**src/inc/dlf_pkg.sv**
```systemverilog
/*
 loop filter configuration constants: register offsets, field positions,
 reset values and state codes for the dpll loop filter config bank.
 assumes a plain address/strobe register port with 4-bit register indices.
*/
`default_nettype none
package dlf_pkg;
   // register indices on the plain port
   localparam logic [3:0] OFS_DECIM   = 4'h0;
   localparam logic [3:0] OFS_TRIM    = 4'h1;
   localparam logic [3:0] OFS_HOLD    = 4'h2;
   localparam logic [3:0] OFS_BW      = 4'h3;
   localparam logic [3:0] OFS_DAMP    = 4'h4;
   localparam logic [3:0] OFS_CTRL    = 4'h5;
   localparam logic [3:0] OFS_STATUS  = 4'h6;
   localparam logic [3:0] OFS_IRQ_ST  = 4'h7;
   localparam logic [3:0] OFS_IRQ_MSK = 4'h8;

   // reset values
   localparam logic [15:0] RST_DECIM = 16'h0036;
   localparam logic [15:0] RST_TRIM  = 16'h0000;
   localparam logic [15:0] RST_HOLD  = 16'h3800;
   localparam logic [15:0] RST_BW    = 16'h7058;
   localparam logic [15:0] RST_DAMP  = 16'h2901;
   localparam logic [15:0] RST_CTRL  = 16'h0001;

   // writable bit masks; reserved bits stay zero
   localparam logic [15:0] MSK_DECIM = 16'h007f;
   localparam logic [15:0] MSK_TRIM  = 16'h00ff;
   localparam logic [15:0] MSK_DAMP  = 16'h3f3f;
   localparam logic [15:0] MSK_CTRL  = 16'h0003;

   // control bit positions
   localparam int CTRL_AUTO_SEL = 0;
   localparam int CTRL_FREEZE   = 1;

   // saturation limit of the holdover coarse shift
   localparam logic [4:0] HOLD_COARSE_MAX = 5'h14;

   // interrupt bit positions
   localparam int IRQ_UNLOCK_RISE = 0;
   localparam int IRQ_STATE_CHG   = 1;
   localparam int IRQ_W           = 2;

   // loop state reported by the state machine outside this block
   typedef enum logic [1:0]
   {
      DLF_ST_FREERUN = 2'b00,
      DLF_ST_ACQUIRE = 2'b01,
      DLF_ST_NORMAL  = 2'b10,
      DLF_ST_HOLD    = 2'b11
   } dlf_loop_state_t;
endpackage
`default_nettype wire

```
**src/inc/dlf_sel_if.sv**
```systemverilog
/*
 interface joining the bank to its parameter selector.
 assumes both ends sit on ref_clk.
*/
`timescale 1ns/1ps
`default_nettype none
interface dlf_sel_if;
   logic [15:0]               bw_cfg;
   logic [15:0]               damp_cfg;
   logic                      auto_sel;
   dlf_pkg::dlf_loop_state_t  loop_state;
   logic [4:0]                bw_coarse;
   logic [2:0]                bw_fine;
   logic [2:0]                damp_shift;
   logic [2:0]                damp_mult;
   logic                      acq_active;

   modport bank
   (
      output bw_cfg,
      output damp_cfg,
      output auto_sel,
      output loop_state,
      input  bw_coarse,
      input  bw_fine,
      input  damp_shift,
      input  damp_mult,
      input  acq_active
   );
   modport sel
   (
      input  bw_cfg,
      input  damp_cfg,
      input  auto_sel,
      input  loop_state,
      output bw_coarse,
      output bw_fine,
      output damp_shift,
      output damp_mult,
      output acq_active
   );
endinterface
`default_nettype wire

```
**src/logic/dlf_param_sel.sv**
```systemverilog
/*
 picks the acquire or locked bandwidth and damping set.
 assumes registered config inputs from the bank on the same clock.
*/
`timescale 1ns/1ps
`default_nettype none
module dlf_param_sel
(
   dlf_sel_if.sel  sel_io
);
   // acquire set only while auto switching is on and the loop acquires
   assign sel_io.acq_active = sel_io.auto_sel &&
      (sel_io.loop_state == dlf_pkg::DLF_ST_ACQUIRE);
   // two independent sets, one chosen at a time
   assign sel_io.bw_coarse  = sel_io.acq_active ?
      sel_io.bw_cfg[15:11] : sel_io.bw_cfg[7:3];
   assign sel_io.bw_fine    = sel_io.acq_active ?
      sel_io.bw_cfg[10:8]  : sel_io.bw_cfg[2:0];
   assign sel_io.damp_shift = sel_io.acq_active ?
      sel_io.damp_cfg[13:11] : sel_io.damp_cfg[5:3];
   assign sel_io.damp_mult  = sel_io.acq_active ?
      sel_io.damp_cfg[10:8]  : sel_io.damp_cfg[2:0];
endmodule
`default_nettype wire

```
**src/logic/dlf_cfg_bank.sv**
```systemverilog
/*
 configuration bank for the dpll loop filter: decimator, crystal trim,
 holdover, bandwidth and damping fields, loss-of-lock limit flag, and
 a sticky interrupt status with mask.
 assumes a same-clock register master and loop state inputs on ref_clk.
*/
// Local design decisions: the register offsets and strobed register access.
// What this block does
// - during a switch the 3-bit switch shift, default 3, sets decimation.
// - with hitless switching off the switch shift is ignored.
// - the 4-bit main shift, default 6, sets decimation; zero feeds through.
// - the crystal trim byte is a signed two's complement value.
// - the 5-bit holdover coarse shift, default 7, zero bypasses the filter.
// - holdover coarse values above 20 act as 20.
// - the 3-bit holdover fine multiplier, reset zero, zero bypasses too.
// - the 4-bit holdover history is instantaneous or 1 to 15 seconds.
// - the limit flag is high while the unlock count exceeds the threshold.
// - acquire uses coarse shift default 14 and fine multiplier default 0.
// - normal uses coarse shift default 11 and fine multiplier default 0.
// - acquire uses damping shift default 5 and multiplier default 1.
// - normal uses damping shift default 0 and multiplier default 1.
// - two independent parameter sets are kept.
// - with auto switching on, acquire uses the acquire set, else normal.
`timescale 1ns/1ps
`default_nettype none
module dlf_cfg_bank
(
   input  wire logic        ref_clk,
   input  wire logic        reset,
   input  wire logic        clk_en,
   input  wire logic [3:0]  reg_addr,
   input  wire logic [15:0] reg_wdata,
   input  wire logic        reg_wr,
   input  wire logic        reg_rd,
   output logic [15:0]      reg_rdata,
   input  wire logic        hitless_en,
   input  wire logic        switch_active,
   input  wire logic [1:0]  loop_state_in,
   input  wire logic [7:0]  unlock_count,
   output logic [3:0]       decim_shift,
   output logic             decim_bypass,
   output logic signed [7:0] xtal_trim_val,
   output logic [4:0]       hold_filter_coarse,
   output logic [2:0]       hold_filter_fine,
   output logic             hold_filter_bypass,
   output logic [3:0]       hold_history_sec,
   output logic             unlock_limit_flag,
   output logic [4:0]       loop_bw_coarse,
   output logic [2:0]       loop_bw_fine,
   output logic [2:0]       loop_damp_shift,
   output logic [2:0]       loop_damp_mult,
   output logic             filter_freeze,
   output logic             irq
);
   localparam int IRQ_W_L = dlf_pkg::IRQ_W;
   logic [15:0] decim_reg;
   logic [15:0] trim_reg;
   logic [15:0] hold_reg;
   logic [15:0] bw_reg;
   logic [15:0] damp_reg;
   logic [15:0] ctrl_reg;
   logic [IRQ_W_L-1:0] irq_status;
   logic [IRQ_W_L-1:0] irq_mask;
   logic        limit_q;
   logic        acq_q;
   logic [15:0] next_rdata;

   dlf_sel_if sel_bus ();

   dlf_param_sel u_sel
   (
      .sel_io (sel_bus.sel)
   );

   // write decode shared by every register
   function automatic logic hit(input logic [3:0] a, input logic [3:0] o);
      hit = (a == o);
   endfunction

   wire wr_decim = reg_wr && hit(reg_addr, dlf_pkg::OFS_DECIM);
   wire wr_trim  = reg_wr && hit(reg_addr, dlf_pkg::OFS_TRIM);
   wire wr_hold  = reg_wr && hit(reg_addr, dlf_pkg::OFS_HOLD);
   wire wr_bw    = reg_wr && hit(reg_addr, dlf_pkg::OFS_BW);
   wire wr_damp  = reg_wr && hit(reg_addr, dlf_pkg::OFS_DAMP);
   wire wr_ctrl  = reg_wr && hit(reg_addr, dlf_pkg::OFS_CTRL);
   wire wr_ist   = reg_wr && hit(reg_addr, dlf_pkg::OFS_IRQ_ST);
   wire wr_imsk  = reg_wr && hit(reg_addr, dlf_pkg::OFS_IRQ_MSK);

   // config registers; reserved bits masked off on write
   always_ff @(posedge ref_clk or posedge reset)
   begin
      if (reset)
      begin
         decim_reg <= dlf_pkg::RST_DECIM;
         trim_reg  <= dlf_pkg::RST_TRIM;
         hold_reg  <= dlf_pkg::RST_HOLD;
         bw_reg    <= dlf_pkg::RST_BW;
         damp_reg  <= dlf_pkg::RST_DAMP;
         ctrl_reg  <= dlf_pkg::RST_CTRL;
      end
      else if (clk_en)
      begin
         if (wr_decim) decim_reg <= reg_wdata & dlf_pkg::MSK_DECIM;
         if (wr_trim)  trim_reg  <= reg_wdata & dlf_pkg::MSK_TRIM;
         if (wr_hold)  hold_reg  <= reg_wdata;
         if (wr_bw)    bw_reg    <= reg_wdata;
         if (wr_damp)  damp_reg  <= reg_wdata & dlf_pkg::MSK_DAMP;
         if (wr_ctrl)  ctrl_reg  <= reg_wdata & dlf_pkg::MSK_CTRL;
      end
   end

   // selector hookup
   assign sel_bus.bw_cfg     = bw_reg;
   assign sel_bus.damp_cfg   = damp_reg;
   assign sel_bus.auto_sel   = ctrl_reg[dlf_pkg::CTRL_AUTO_SEL];
   assign sel_bus.loop_state = dlf_pkg::dlf_loop_state_t'(loop_state_in);
   assign loop_bw_coarse     = sel_bus.bw_coarse;
   assign loop_bw_fine       = sel_bus.bw_fine;
   assign loop_damp_shift    = sel_bus.damp_shift;
   assign loop_damp_mult     = sel_bus.damp_mult;
   // software owns the freeze; the loop merely obeys it
   assign filter_freeze      = ctrl_reg[dlf_pkg::CTRL_FREEZE];

   // decimator: switch shift only when hitless and a switch is running
   wire use_switch = hitless_en && switch_active;
   assign decim_shift  = use_switch ? {1'b0, decim_reg[6:4]}
                                    : decim_reg[3:0];
   assign decim_bypass = (decim_shift == 4'h0);

   // trim read as signed byte
   assign xtal_trim_val = $signed(trim_reg[7:0]);

   // holdover filter, coarse clamped to its top code
   wire coarse_over = hold_reg[15:11] > dlf_pkg::HOLD_COARSE_MAX;
   assign hold_filter_coarse = coarse_over ? dlf_pkg::HOLD_COARSE_MAX
                                           : hold_reg[15:11];
   assign hold_filter_fine   = hold_reg[10:8];
   // either control at zero means infinite bandwidth
   assign hold_filter_bypass = (hold_reg[15:11] == 5'h00) ||
                               (hold_reg[10:8] == 3'h0);
   assign hold_history_sec   = hold_reg[7:4];

   // limit flag registered so software sees a stable level
   wire limit_now = unlock_count > {4'h0, hold_reg[3:0]};
   always_ff @(posedge ref_clk or posedge reset)
   begin
      if (reset)
      begin
         limit_q <= 1'b0;
         acq_q   <= 1'b0;
      end
      else if (clk_en)
      begin
         limit_q <= limit_now;
         acq_q   <= sel_bus.acq_active;
      end
   end
   assign unlock_limit_flag = limit_q;

   // events: limit flag rise and parameter set change
   wire [IRQ_W_L-1:0] irq_evt;
   assign irq_evt[dlf_pkg::IRQ_UNLOCK_RISE] = limit_now && !limit_q;
   assign irq_evt[dlf_pkg::IRQ_STATE_CHG]   = sel_bus.acq_active != acq_q;

   // sticky status; a new event beats a same-cycle clear
   always_ff @(posedge ref_clk or posedge reset)
   begin
      if (reset)
      begin
         irq_status <= '0;
         irq_mask   <= '0;
      end
      else if (clk_en)
      begin
         irq_status <= (irq_status &
                        ~(wr_ist ? reg_wdata[IRQ_W_L-1:0] : '0)) | irq_evt;
         if (wr_imsk) irq_mask <= reg_wdata[IRQ_W_L-1:0];
      end
   end
   assign irq = |(irq_status & irq_mask);

   // read mux; unmapped addresses read zero
   always_comb
   begin
      next_rdata = 16'h0000;
      case (reg_addr)
         dlf_pkg::OFS_DECIM:   next_rdata = decim_reg;
         dlf_pkg::OFS_TRIM:    next_rdata = trim_reg;
         dlf_pkg::OFS_HOLD:    next_rdata = hold_reg;
         dlf_pkg::OFS_BW:      next_rdata = bw_reg;
         dlf_pkg::OFS_DAMP:    next_rdata = damp_reg;
         dlf_pkg::OFS_CTRL:    next_rdata = ctrl_reg;
         dlf_pkg::OFS_STATUS:  next_rdata = {14'h0000, acq_q, limit_q};
         dlf_pkg::OFS_IRQ_ST:  next_rdata = {14'h0000, irq_status};
         dlf_pkg::OFS_IRQ_MSK: next_rdata = {14'h0000, irq_mask};
         default:              next_rdata = 16'h0000;
      endcase
   end

   // read data valid the cycle after the strobe only
   always_ff @(posedge ref_clk or posedge reset)
   begin
      if (reset)
         reg_rdata <= 16'h0000;
      else if (clk_en)
         reg_rdata <= reg_rd ? next_rdata : 16'h0000;
   end
endmodule
`default_nettype wire

```
**config.mk**
```make
export PLATFORM = sky130hd
export DESIGN_NAME = dlf_cfg_bank
export DESIGN_NICKNAME = d
export VERILOG_FILES = /design/src/inc/dlf_pkg.sv /design/src/inc/dlf_sel_if.sv /design/src/logic/dlf_param_sel.sv /design/src/logic/dlf_cfg_bank.sv
export SDC_FILE = /design/constraint.sdc
export NUM_CORES = 1
export LEC_CHECK = 0
export BUFFER_PORTS_ARGS = -buffer_cell sky130_fd_sc_hd__buf_2
export CAP_MARGIN = 20
export CORE_ASPECT_RATIO = 1.5
export CORE_MARGIN = 5
export CORE_UTILIZATION = 50
export CTS_BUF_LIST = sky130_fd_sc_hd__clkbuf_4 sky130_fd_sc_hd__clkbuf_8
export DETAILED_ROUTE_END_ITERATION = 10
export GPL_TIMING_DRIVEN = 0
export PLACE_DENSITY = 0.84
export SLEW_MARGIN = 20
export SYNTH_ARGS = -nofsm -noshare
export SYNTH_HDL_FRONTEND = slang
export SYNTH_SLANG_ARGS = --single-unit
```
**constraint.sdc**
```tcl
create_clock -name ref_clk -period 4.8 [get_ports ref_clk]
set_input_delay 0 -clock ref_clk [delete_from_list [all_inputs] [get_ports ref_clk]]
set_output_delay 0 -clock ref_clk [all_outputs]
set_load 0.1 [all_outputs]
```
Word-level counts from Yosys, hierarchy flattened
Index checks and enable logic that the tools add are counted.

Bitwise gates (word level): 4. Order comparisons: 2. Eq/ne operators: 10. Muxes and demuxes: 9. Reductions and logical operators: 25.

Operator list (number): $pmux 16 s9 (1); $eq 4x3->1 const B (4); $mux 16 (1); $reduce_and 2->1 (7); $logic_and 1x1->1 (11); $mux 5 (2); $mux 3 (3); $eq 4x2->1 const B (2); $gt 8x4->1 (1); $logic_not 4->1 (2); $gt 5x5->1 const B (1); $logic_not 5->1 (1); $and 2x2->2 (2); $eq 4x1->1 const B (1); $eq 4x4->1 const B (1); $mux 4 (1); $logic_not 3->1 (1); $eq 2x1->1 const B (1); $mux 2 (1); $not 2->2 (1); $or 2x2->2 (1); $reduce_or 2->1 (1); $logic_not 1->1 (1); $logic_or 1x1->1 (1); $ne 1x1->1 (1).

Input bits: 37. Register bits: 83. Word-level logic and storage cells: 61.

Depth between registers and ports, before layout
Gate-level depths: netlist of the first run.

Depth after elaboration: 6. Depth in mapped cells: 8. Gate-level depth less buffers: 7.

Cells and area by module
From an unflattened synthesis of the first run, not the netlist that was laid out.

Cell total of the unflattened synthesis: 341. Area, all modules: 4185.3 µm².

By module, submodules not included: dlf_cfg_bank (cells each 324, sequential area each 2099.5 µm², times used 1, area each 3958.8 µm²); dlf_param_sel (cells each 17, sequential area each 0.0 µm², times used 1, area each 226.5 µm²).

Least setup slack after synthesis of the first run
OpenSTA, ideal clock, no wires.

Path kind: register to output. From: register decim_reg[3]. To: output port decim_bypass. Required time: 4800 ps. Setup slack: 915 ps. Buffers on the path: 0. Stages on the path, launching flop included: 3. Arrival time: 3885 ps. Cells stage by stage: dfrtp_1 > and2_1 > nor4_1.

Word-level cells in the longest chain between the ends: 2.

Ends and longest elaborated chain: start: declaration (line dlf_cfg_bank.sv:56) `logic [15:0] decim_reg;`; start signal: assignment (line dlf_cfg_bank.sv:94) `decim_reg <= dlf_pkg::RST_DECIM;`; start signal: assignment (line dlf_cfg_bank.sv:103) `if (wr_decim) decim_reg <= reg_wdata & dlf_pkg::MSK_DECIM;`; $mux 4 (line dlf_cfg_bank.sv:126) `assign decim_shift = use_switch ? {1'b0, decim_reg[6:4]}`; net decim_shift[3] (line dlf_cfg_bank.sv:40) `output logic [3:0] decim_shift,`; $logic_not 4->1 (line dlf_cfg_bank.sv:128) `assign decim_bypass = (decim_shift == 4'h0);`; end: declaration (line dlf_cfg_bank.sv:41) `output logic decim_bypass,`.

The timed path passes the listed nets, and every way through them passes these cells.

Final worst setup path of the first run
From: register ctrl_reg[0]. To: output port loop_damp_shift[0].

Word-level cells in the longest chain between the ends: 2.

Ends and longest elaborated chain: start: declaration (line dlf_cfg_bank.sv:61) `logic [15:0] ctrl_reg;`; start signal: assignment (line dlf_cfg_bank.sv:99) `ctrl_reg <= dlf_pkg::RST_CTRL;`; start signal: assignment (line dlf_cfg_bank.sv:108) `if (wr_ctrl) ctrl_reg <= reg_wdata & dlf_pkg::MSK_CTRL;`; $logic_and 1x1->1 (line dlf_param_sel.sv:12) `assign sel_io.acq_active = sel_io.auto_sel &&`; $mux 3 (line dlf_param_sel.sv:19) `assign sel_io.damp_shift = sel_io.acq_active ?`; end: declaration (line dlf_cfg_bank.sv:50) `output logic [2:0] loop_damp_shift,`.

No other way between the ends.

==> impl_metrics.py, run 1 <==
metrics = {
    "worst_hold_path": {
        "min_path_type": "input pin to flip-flop",
    },
    "sta": {
        "setup_slack_ns": 2.450,
        "timing.hold.ws_ns": 0.02392,
        "worstMarginPinSlew_ns": 0.5658,
        "timing.fmax_mhz": 425.5,
        "slew_headroom_pct": 62.14,
        "clock_skew_ns": 0.01299,
        "fin_crit_ns": 2.350,
        "drv_slew": 0,
        "rsz0062_at_grt": "no",
        "setup-tns-final_ns": 0,
        "hold_violations": 0,
        "post-route-period-util_pct": 48.96,
        "setup-violations-final": 0,
    },
    "power": {
        "p_per_area_mw_per_mm2": 481.4,
        "p_leak_nw": 2.496,
        "ir_worst_vdd_mv": 0.3968,
    },
    "critical_path": {
        "cp-start-kind": "flip-flop",
        "cp.required_ns": 4.80,
        "critical-path-slowest-cell": "dfstp_2",
        "worst-path-max-fanout": 10,
        "critPathCaptureType": "output pin",
        "crit_type": "flip-flop to output pin",
        "cp.arrival_ns": 2.35,
        "crit_path_cell_trace": "nand3b_1 -> clkbuf_1 -> mux2_2 -> buf_2",
        "slowest_delay_ns": 0.54,
    },
    "clock_network": {
        "cts_max_level": 3,
        "clk_pin_slew_ns": 0.09,
        "cts_root_buffer": "clkbuf_8",
        "cts_made_buffers": 9,
        "cts_tree": "done",
        "clockBufferDepth": 2,
        "clock_latency_ns": 0.37,
        "cts_sinks": 83,
        "cts_setup_buffers": 0,
    },
    "synthesis": {
        "yosysWarnings": 0,
        "ys_types": 47,
        "synth_top_cell_by_area": "dfrtp_1",
        "synth_most_common_cell": "mux2_2",
        "syn_inst": 331,
        "async_flop_share_pct": 100.0,
        "syn_nets": 372,
        "synth.yosys.seq_area_share_pct": 49.62,
        "yosysTopAreaCellShare_pct": 38.44,
        "synth_seq_cells": 83,
        "yosys-top-cells-count": "mux2_2 (73), dfrtp_1 (65), dfstp_2 (18)",
        "netlist_area_mm2": 0.004232,
        "ys.flop_type": "dfrtp_1",
        "synth_edf_count": 0,
        "syn_area_per_cell_um2": 12.78,
        "synth_area_leaders": "dfrtp_1 (38%), mux2_2 (19%), dfstp_2 (11%)",
    },
    "place": {
        "pre_cts_ws_ns": 2.816,
        "io_buffer_count": 92,
        "gp_congestion": 0.9189,
        "hpwl_um": 8329,
    },
    "die": {
        "dieArea_mm2": 0.01044,
        "core_mm2": 0.008362,
        "die_w_um": 85.12,
        "rows": 41,
        "start_util_pct": 50.61,
        "fp.dieH_um": 122.7,
        "num_io_pins": 96,
    },
    "global_routing": {
        "grt_pass1_vias": 3411,
        "grt_max_degree": 43,
        "antenna_found_initial": 0,
        "gr-total-overflow": 0,
        "grt_use_total_pct": 22.25,
        "grt_pass1_wl_um": 17710,
    },
    "finish": {
        "n_antenna_cell": 0,
        "drive_above_1_share_pct": 52.08,
        "nFillCells": 659,
        "syn2layout_area_growth_pct": 23.18,
        "layout.nets": 493,
    },
    "job": {
        "maxCapViolations": 0,
    },
    "route": {
        "firstDrtPassIters": 5,
        "postRouteAntennaNets": 0,
        "vias_per_cell": 5.766,
        "drt_iter0_markers": 334,
        "wl_per_cell_um": 19.73,
        "vias": 3252,
        "post-route-drc-count": 0,
        "routed_wirelength_um": 11130,
    },
    "outcome": {
        "outcome": "complete, no violations",
    },
}
==> metal layers <==
| metal | GRT usage [%] | wire (µm) | vias up |
|---|---|---|---|
| met5 | 0 | 0 | - |
| met4 | 8.911 | 243 | 0 |
| met3 | 4.835 | 550 | 19 |
| met2 | 39.79 | 6037 | 117 |
| met1 | 25.63 | 4296 | 1639 |
| li1 | - | - | 1477 |
==> final timing paths <==
path	from	end	slack (ns)	depth (start not counted)
setup / recovery	ctrl_reg[0]$_DFFE_PP1P_	loop_damp_shift[0]	2.45	4
hold / removal	reg_wdata[1]	damp_reg[1]$_DFFE_PP0P_	0.02	2
setup reg to reg	ctrl_reg[0]$_DFFE_PP1P_	acq_q$_DFFE_PP0P_	3.28	3
hold reg to reg	reg_rdata[11]$_DFFE_PP0P_	reg_rdata[11]$_DFFE_PP0P_	0.50	1
max in group asynchronous	reset	decim_reg[1]$_DFFE_PP1P_	3.90	4
min in group asynchronous	reset	bw_reg[15]$_DFFE_PP0P_	0.23	3
==> cell usage in the layout, fill, tap and decap left out, types with 8 or more instances in the layout <==
cell type / n
dfstp_2: 18
buf_2: 100
dfrtp_1: 65
a22oi_1: 15
mux2_2: 73
nand2_1: 10
clkbuf_8: 9
a22o_1: 13
o2bb2ai_1: 8
nor2_1: 10
buf_4: 10
mux2_4: 10
dlygate4sd3_1: 17
==> final cells by class <==
| class | instances | area (µm²) | area share [%] |
|---|---|---|---|
| flip-flops and latches | 83 | 2100 | 40.28 |
| multi-input cells | 212 | 1927 | 36.97 |
| repair buffers | 110 | 650.6 | 12.48 |
| plain buffers | 29 | 178.9 | 3.433 |
| clock buffers | 13 | 153.9 | 2.952 |
| well taps | 107 | 133.9 | 2.568 |
| clock inverters | 3 | 40.04 | 0.7681 |
| inverters | 7 | 28.78 | 0.5521 |
==> cell families after synthesis <==
logic type / synth area share (%)
buffers and inverters: 4.849
flip-flops: 49.62
XOR/XNOR: 0.2070
AO/OA/AOI/OAI: 11.71
adder cells (fa/ha/maj): 1.183
AND/OR/NAND/NOR: 6.919
multiplexers: 25.52
==> worst max-delay path, delay by kind of cell, from the launching register on <==
kind / cells / cell delay [ns]
multiplexers: 1 / 0.32
AND/OR/NAND/NOR: 1 / 0.32
flip-flops: 1 / 0.54
buffers and inverters: 2 / 0.80
==> through the flow <==
stage | utilization, % | power [mW] | instance area (µm²) | cells
final | 62.34 | 2.509 | 5213 | 564
after global routing | 62.34 | 2.603 | 5213 | 564
after global placement | 57.71 | 1.979 | 4826 | 530
after detailed placement | 57.98 | 2.001 | 4848 | 531
after floorplan | - | 1.810 | 4232 | 331
after CTS | 62.34 | 2.513 | 5213 | 564
==> power by group <==
part	leakage (nW)	total [mW]	switching (mW)	internal [mW]
clock	0.105	0.506	0.243	0.262
sequential	1.03	0.938	0.102	0.836
combinational	1.36	1.07	0.796	0.270
==> repair_timing <==
item | 4_1_cts | 5_1_grt
hold buffers | 17 | 0
hold endpoints to repair | 84 | 0
gates resized for setup | 0 | 0
No activity file was read; power rests on OpenSTA's default activity.
==> run 2, diff against run 1 <==
--- a/config.mk
+++ b/config.mk
@@ -5,6 +5,7 @@
 export SDC_FILE = /design/constraint.sdc
 export NUM_CORES = 1
 export LEC_CHECK = 0
+export ABC_AREA = 1
 export BUFFER_PORTS_ARGS = -buffer_cell sky130_fd_sc_hd__buf_2
 export CAP_MARGIN = 20
 export CORE_ASPECT_RATIO = 1.5
@@ -13,7 +14,7 @@
 export CTS_BUF_LIST = sky130_fd_sc_hd__clkbuf_4 sky130_fd_sc_hd__clkbuf_8
 export DETAILED_ROUTE_END_ITERATION = 10
 export GPL_TIMING_DRIVEN = 0
-export PLACE_DENSITY = 0.84
+export PLACE_DENSITY = 0.87
 export SLEW_MARGIN = 20
 export SYNTH_ARGS = -nofsm -noshare
 export SYNTH_HDL_FRONTEND = slang
==> constraint.sdc (replaced) <==
create_clock -name ref_clk -period 1.9 [get_ports ref_clk]
set_input_delay 0 -clock ref_clk [delete_from_list [all_inputs] [get_ports ref_clk]]
set_output_delay 0 -clock ref_clk [all_outputs]
set_load 0.1 [all_outputs]
==> run 2 against run 1 <==
Compared with the run above:
- sequential cell count did not move
- cell count rose by 34%
- power grew 150%
- clock power rose to 2.6 times the previous value
- die area decreased by 0.78%
- non-clock buffer count grew 2
- first-iteration DRC count rose by 25%
- worst hold slack better by 0.013 ns
==> impl_metrics.py, run 2 <==
metrics = {
    "synthesis": {
        "synth_top_cell_by_area": "dfrtp_1",
        "async_flop_share_pct": 100.0,
        "ys_types": 34,
        "synth_area_leaders": "dfrtp_1 (39%), nand2_1 (16%), dfstp_2 (11%)",
        "ys.flop_type": "dfrtp_1",
        "synth_most_common_cell": "nand2_1",
        "muxShareOfSynthArea_pct": 1.610,
        "netlist_area_mm2": 0.004195,
        "syn_nets": 561,
        "synth-simple-area-share_pct": 24.81,
        "syn_inst": 520,
        "yosysWarnings": 0,
        "synth_edf_count": 0,
        "syn_area_per_cell_um2": 8.068,
        "yosys-top-cells-count": "nand2_1 (182), dfrtp_1 (65), inv_1 (46)",
        "synth_seq_cells": 83,
        "synthAdderAreaFrac_pct": 1.193,
        "synth_top_family_by_area": "simple AND/OR/NAND/NOR gates",
        "yosysTopAreaCellShare_pct": 38.77,
        "synth-compound-area-share_pct": 13.30,
        "synth.yosys.seq_area_share_pct": 50.04,
        "yosys.area_share.xor_xnor_pct": 0,
    },
    "global_routing": {
        "gr-total-overflow": 0,
        "grt_pass1_wl_um": 20360,
        "grt_use_total_pct": 25.16,
        "antenna_found_initial": 0,
        "grt_max_degree": 35,
        "grt_pass1_vias": 4193,
    },
    "finish": {
        "mostFrequentLayoutCells": "nand2_1 (179), buf_2 (88), dfrtp_1 (65)",
        "n_antenna_cell": 0,
        "nFillCells": 688,
        "register_area_mm2": 0.002100,
        "layout.nets": 686,
        "fin_util_pct": 64.47,
        "mostFrequentLayoutCell": "nand2_1",
        "drive_above_1_share_pct": 31.69,
        "syn2layout_area_growth_pct": 27.71,
        "multi_input_area_mm2": 0.001788,
    },
    "route": {
        "drt_iter0_markers": 418,
        "post-route-drc-count": 0,
        "firstDrtPassIters": 5,
        "vias": 4132,
        "vias_per_cell": 5.458,
        "postRouteAntennaNets": 0,
        "wl_per_cell_um": 16.69,
        "routed_wirelength_um": 12630,
    },
    "clock_network": {
        "clock_latency_ns": 0.37,
        "cts_max_level": 3,
        "clk_pin_slew_ns": 0.07,
        "clockBufferDepth": 2,
        "cts_sinks": 83,
        "cts_tree": "done",
        "cts_root_buffer": "clkbuf_8",
        "cts_made_buffers": 9,
    },
    "worst_hold_path": {
        "min_path_type": "input pin to flip-flop",
    },
    "place": {
        "io_buffer_count": 95,
        "hpwl_um": 9318,
        "gp_congestion": 0.9327,
        "pre_cts_ws_ns": -0.08118,
    },
    "critical_path": {
        "cp_top_family": "flip-flops",
        "cp.arrival_ns": 1.88,
        "cp.required_ns": 1.90,
        "crit_path_cell_trace": "nand3b_1 -> buf_4 -> mux2_2 -> buf_4",
        "crit_type": "flip-flop to output pin",
        "slowest_delay_ns": 0.56,
        "crit_top_cell": "buf_4",
        "critical-path-slowest-cell": "dfstp_2",
        "worst-path-max-fanout": 4,
        "worst-path-buf-inv": 2,
        "cp-start-kind": "flip-flop",
        "critPathCaptureType": "output pin",
    },
    "sta": {
        "timing.fmax_mhz": 531.9,
        "timing.hold.ws_ns": 0.03656,
        "hold_violations": 0,
        "setup_slack_ns": 0.02012,
        "fin_crit_ns": 1.880,
        "clock_skew_ns": 0.009355,
        "worstMarginPinSlew_ns": 0.5330,
        "setup-violations-final": 0,
        "slew_headroom_pct": 64.47,
        "drv_slew": 0,
        "post-route-period-util_pct": 98.94,
    },
    "die": {
        "dieArea_mm2": 0.01036,
        "num_io_pins": 96,
        "start_util_pct": 50.48,
        "fp.dieH_um": 122.2,
        "rows": 41,
        "core_mm2": 0.008310,
        "die_w_um": 84.79,
    },
    "power": {
        "ir_worst_vdd_mv": 1.006,
        "power.total_mw": 6.255,
        "p_leak_nw": 2.786,
        "p_per_area_mw_per_mm2": 1168,
    },
    "job": {
        "maxCapViolations": 0,
    },
    "outcome": {
        "outcome": "complete, no violations",
    },
}
[run 2: worst reg2reg max path, delay by kind of cell, from the launching register on]
family,cells,cell delay [ns]
and+or+nand+nor,2,0.27
DFF,1,0.56
AOI/OAI and AO/OA,1,0.17
buffers and inverters,1,0.25
[run 2: worst paths after layout]
check                                         start                             to  slack (ns)  depth (start not counted)
max in group asynchronous                     reset       damp_reg[11]$_DFFE_PP1P_        0.86                          5
setup reg to reg            ctrl_reg[0]$_DFFE_PP1P_      irq_status[1]$_DFFE_PP0P_        0.55                          4
hold reg to reg            reg_rdata[5]$_DFFE_PP0P_       reg_rdata[5]$_DFFE_PP0P_        0.48                          2
setup / recovery            ctrl_reg[0]$_DFFE_PP1P_                loop_bw_fine[0]        0.02                          4
hold / removal                      unlock_count[5]  unlock_limit_flag$_DFFE_PP0P_        0.04                          5
min in group asynchronous                     reset      reg_rdata[14]$_DFFE_PP0P_        0.21                          3
[run 2: where the power goes]
| group | switching [mW] | internal (mW) |
|---|---|---|
| registers | 0.239 | 2.09 |
| clock network | 0.615 | 0.701 |
| logic | 2.05 | 0.561 |
| total | 2.90 | 3.35 |
[run 2: what timing repair did]
action	4_1_cts	5_1_grt
resized for setup	16	11
cloned	0	0
pin swaps	1	0
buffers inserted	1	0
endpoints found under the hold margin	58	0
endpoints found under the setup margin	15	7
hold buffers	16	0
[run 2: logic make-up after synthesis]
kind of cell             Yosys count
AND/OR/NAND/NOR                  251
flip-flops                        83
AO/OA/AOI/OAI                     96
adder cells (fa/ha/maj)            4
multiplexers                       6
buffers and inverters             80
[run 2: per-stage QoR]
stage,setup TNS (ns),instances,instance area (µm²)
finish,0,757,5358
global route,-0.0007465,757,5358
CTS,0,757,5324
detailed placement,-0.2753,724,4915
global placement,-0.3304,722,4875
floorplan,-0.9434,520,4265
[run 2: final cells by class]
cell class | count | share of cell area [%]
clock buffers | 14 | 3.129
flip-flops and latches | 83 | 39.19
repair buffers | 114 | 13.90
inverters | 53 | 3.807
multi-input cells | 357 | 33.37
well taps | 107 | 2.499
clock inverters | 2 | 0.6539
plain buffers | 27 | 3.456
[run 2: per-layer routing]
layer  wire [µm]  vias to the layer above  track usage, %  share of wire, %
met2        6456                      237           43.77                51
met4         616                        0           15.05               4.9
met3         983                       61           4.398               7.8
met5           0                        -               0                 0
li1            -                     1900               -                 -
met1        4577                     1934           28.64                36
==> run 3, diff against run 2 <==
--- a/config.mk
+++ b/config.mk
@@ -9,11 +9,11 @@
 export BUFFER_PORTS_ARGS = -buffer_cell sky130_fd_sc_hd__buf_2
 export CAP_MARGIN = 20
 export CORE_ASPECT_RATIO = 1.5
-export CORE_MARGIN = 5
 export CORE_UTILIZATION = 50
 export CTS_BUF_LIST = sky130_fd_sc_hd__clkbuf_4 sky130_fd_sc_hd__clkbuf_8
 export DETAILED_ROUTE_END_ITERATION = 10
 export GPL_TIMING_DRIVEN = 0
+export HOLD_SLACK_MARGIN = 0.08
 export PLACE_DENSITY = 0.87
 export SLEW_MARGIN = 20
 export SYNTH_ARGS = -nofsm -noshare
==> run 3 against run 2 <==
Compared with the run above:
- count of clock-buffer cells in the layout decreased by 3
- sequential power about the same
- worst hold slack improved by 0.066 ns
- fmax increased by 1.4%
- largest power group unchanged
- first-iteration DRC count decreased by 12%
- via count increased by 3.8%
==> impl_metrics.py, run 3 (synthesis gave the netlist of run 2 again) <==
metrics = {
    "outcome": {
        "outcome": "complete, no violations",
    },
    "finish": {
        "nFillCells": 630,
        "drive_above_1_share_pct": 31.36,
        "fin_util_pct": 67.78,
        "mostFrequentLayoutCells": "nand2_1 (179), buf_2 (88), dfrtp_1 (65)",
        "n_antenna_cell": 0,
        "mostFrequentLayoutCell": "nand2_1",
        "syn2layout_area_growth_pct": 30.18,
        "layout.nets": 696,
    },
    "sta": {
        "clock_skew_ns": 0.009778,
        "fin_crit_ns": 1.853,
        "rsz0062_at_grt": "no",
        "slew_headroom_pct": 63.99,
        "setup-tns-final_ns": 0,
        "drv_slew": 0,
        "worstMarginPinSlew_ns": 0.5401,
        "hold_violations": 0,
        "setup-violations-final": 0,
        "timing.fmax_mhz": 539.5,
        "post-route-period-util_pct": 97.55,
    },
    "clock_network": {
        "clk_pin_slew_ns": 0.08,
        "clock_latency_ns": 0.37,
        "cts_tree": "done",
        "cts_sinks": 83,
        "cts_root_buffer": "clkbuf_8",
        "cts_made_buffers": 9,
        "cts_max_level": 3,
        "clockBufferDepth": 2,
    },
    "route": {
        "post-route-drc-count": 0,
        "drt_iter0_markers": 366,
        "routed_wirelength_um": 12610,
        "vias_per_cell": 5.605,
        "wl_per_cell_um": 16.48,
        "vias": 4288,
        "postRouteAntennaNets": 0,
        "firstDrtPassIters": 5,
    },
    "die": {
        "num_io_pins": 96,
        "die_w_um": 76.79,
        "core_mm2": 0.008058,
        "dieArea_mm2": 0.008768,
        "fp.dieH_um": 114.2,
        "start_util_pct": 52.07,
        "rows": 40,
    },
    "power": {
        "p_int_mw": 3.562,
        "swShare_pct": 45.09,
        "p_clk_share_pct": 24.1,
        "combPwrFrac_pct": 39.9,
        "switching_power_mw": 2.925,
        "p_seq_share_pct": 36.0,
        "p_leak_nw": 2.840,
        "p_per_area_mw_per_mm2": 1188,
        "ir_worst_vdd_mv": 0.9424,
    },
    "global_routing": {
        "antenna_found_initial": 0,
        "grt_use_total_pct": 30.61,
        "grt_pass1_wl_um": 20480,
        "grt_max_degree": 37,
        "grt_pass1_vias": 4256,
        "gr-total-overflow": 0,
    },
    "place": {
        "hpwl_um": 9008,
        "gp_congestion": 0.9497,
        "io_buffer_count": 95,
    },
    "critical_path": {
        "rr_startpoint": "hold_reg[3]$_DFFE_PP0P_",
        "cp.required_ns": 1.90,
        "cp-start-kind": "flip-flop",
        "r2r_slack_ns": 0.37,
        "worst-path-max-fanout": 10,
        "critPathCaptureType": "output pin",
        "crit_type": "flip-flop to output pin",
        "reg2regPathDepth": 7,
        "cp.arrival_ns": 1.85,
        "r2r-end": "irq_status[0]$_DFFE_PP0P_",
    },
    "worst_hold_path": {
        "hold_start": "reg_addr[1]",
        "min_path_cells": 4,
        "min_path_type": "input pin to flip-flop",
        "whs_endpoint": "ctrl_reg[0]$_DFFE_PP1P_",
    },
    "job": {
        "maxCapViolations": 0,
    },
}
## run 3: cell types whose count changed in the layout (fill, tap and decap cells not counted), sizes merged
cell | previous run | this run
buf | 122 | 121
bufinv | 1 | 3
clkinv | 2 | 3
dlygate4sd3 | 16 | 24
## run 3: layout make-up
type	instances	area, µm²	share of cell area (%)
flip-flops and latches	83	2100	38.44
multi-input cells	357	1783	32.65
repair buffers	124	815.8	14.94
inverters	53	203.9	3.734
plain buffers	27	182.7	3.345
clock buffers	11	145.1	2.657
well taps	105	131.4	2.405
clock inverters	5	100.1	1.833
## run 3: repair_timing
action / 4_1_cts / 5_1_grt
setup buffers: 1 / 2
pin swaps: 1 / 2
hold buffers: 26 / 0
endpoints found under the hold margin: 106 / 0
gates resized for setup: 15 / 2
setup endpoints to repair: 14 / 4
## run 3: metrics by stage
stage                     cells  hold WS, ns  setup WS (ns)  area, µm²  power [mW]
after floorplan             520       0.1189        -0.7188       4265       4.372
after global placement      720       0.2296       -0.05465       4872       4.772
after detailed placement    722      0.07130       -0.06911       4912       4.833
after CTS                   765      0.09217      0.0003462       5461       6.456
after global routing        765       0.1643       0.006457       5461       6.712
final                       765       0.1029        0.04659       5461       6.487
## run 3: worst max path at each step
| stage | start | end | slack, ns | cells after the start |
|---|---|---|---|---|
| after floorplan | decim_reg[0]$_DFFE_PP0P_ | decim_bypass | -0.72 | 3 |
| after global placement | ctrl_reg[0]$_DFFE_PP1P_ | loop_damp_mult[1] | -0.05 | 5 |
| after detailed placement | ctrl_reg[0]$_DFFE_PP1P_ | loop_damp_mult[1] | -0.07 | 5 |
| after CTS | ctrl_reg[0]$_DFFE_PP1P_ | loop_bw_coarse[1] | 0.0003 | 4 |
| after global routing | hold_reg[13]$_DFFE_PP1P_ | hold_filter_coarse[2] | 0.006 | 4 |
| final | ctrl_reg[0]$_DFFE_PP1P_ | loop_bw_coarse[2] | 0.05 | 4 |
## run 3: critical path: stages, from the launching register on
cell,delay [ns]
dfstp_2,0.57
nand3b_1,0.15
buf_2,0.23
mux2_2,0.26
buf_4,0.28
## run 3: power groups by stage
stage | Combinational (mW) | Sequential, mW | Clock (mW)
after floorplan | 1.76 | 2.61 | 0
after global placement | 2.43 | 2.34 | 0
after detailed placement | 2.48 | 2.35 | 0
after CTS | 2.57 | 2.32 | 1.57
after global routing | 2.71 | 2.36 | 1.64
final | 2.59 | 2.34 | 1.56
## run 3: per-layer routing
metal	up-vias	global-route usage [%]	share of wire, %
met1	2076	34.25	37
li1	1937	-	-
met4	0	21.28	5.0
met3	47	4.303	6.1
met5	-	0	0
met2	228	53.57	51
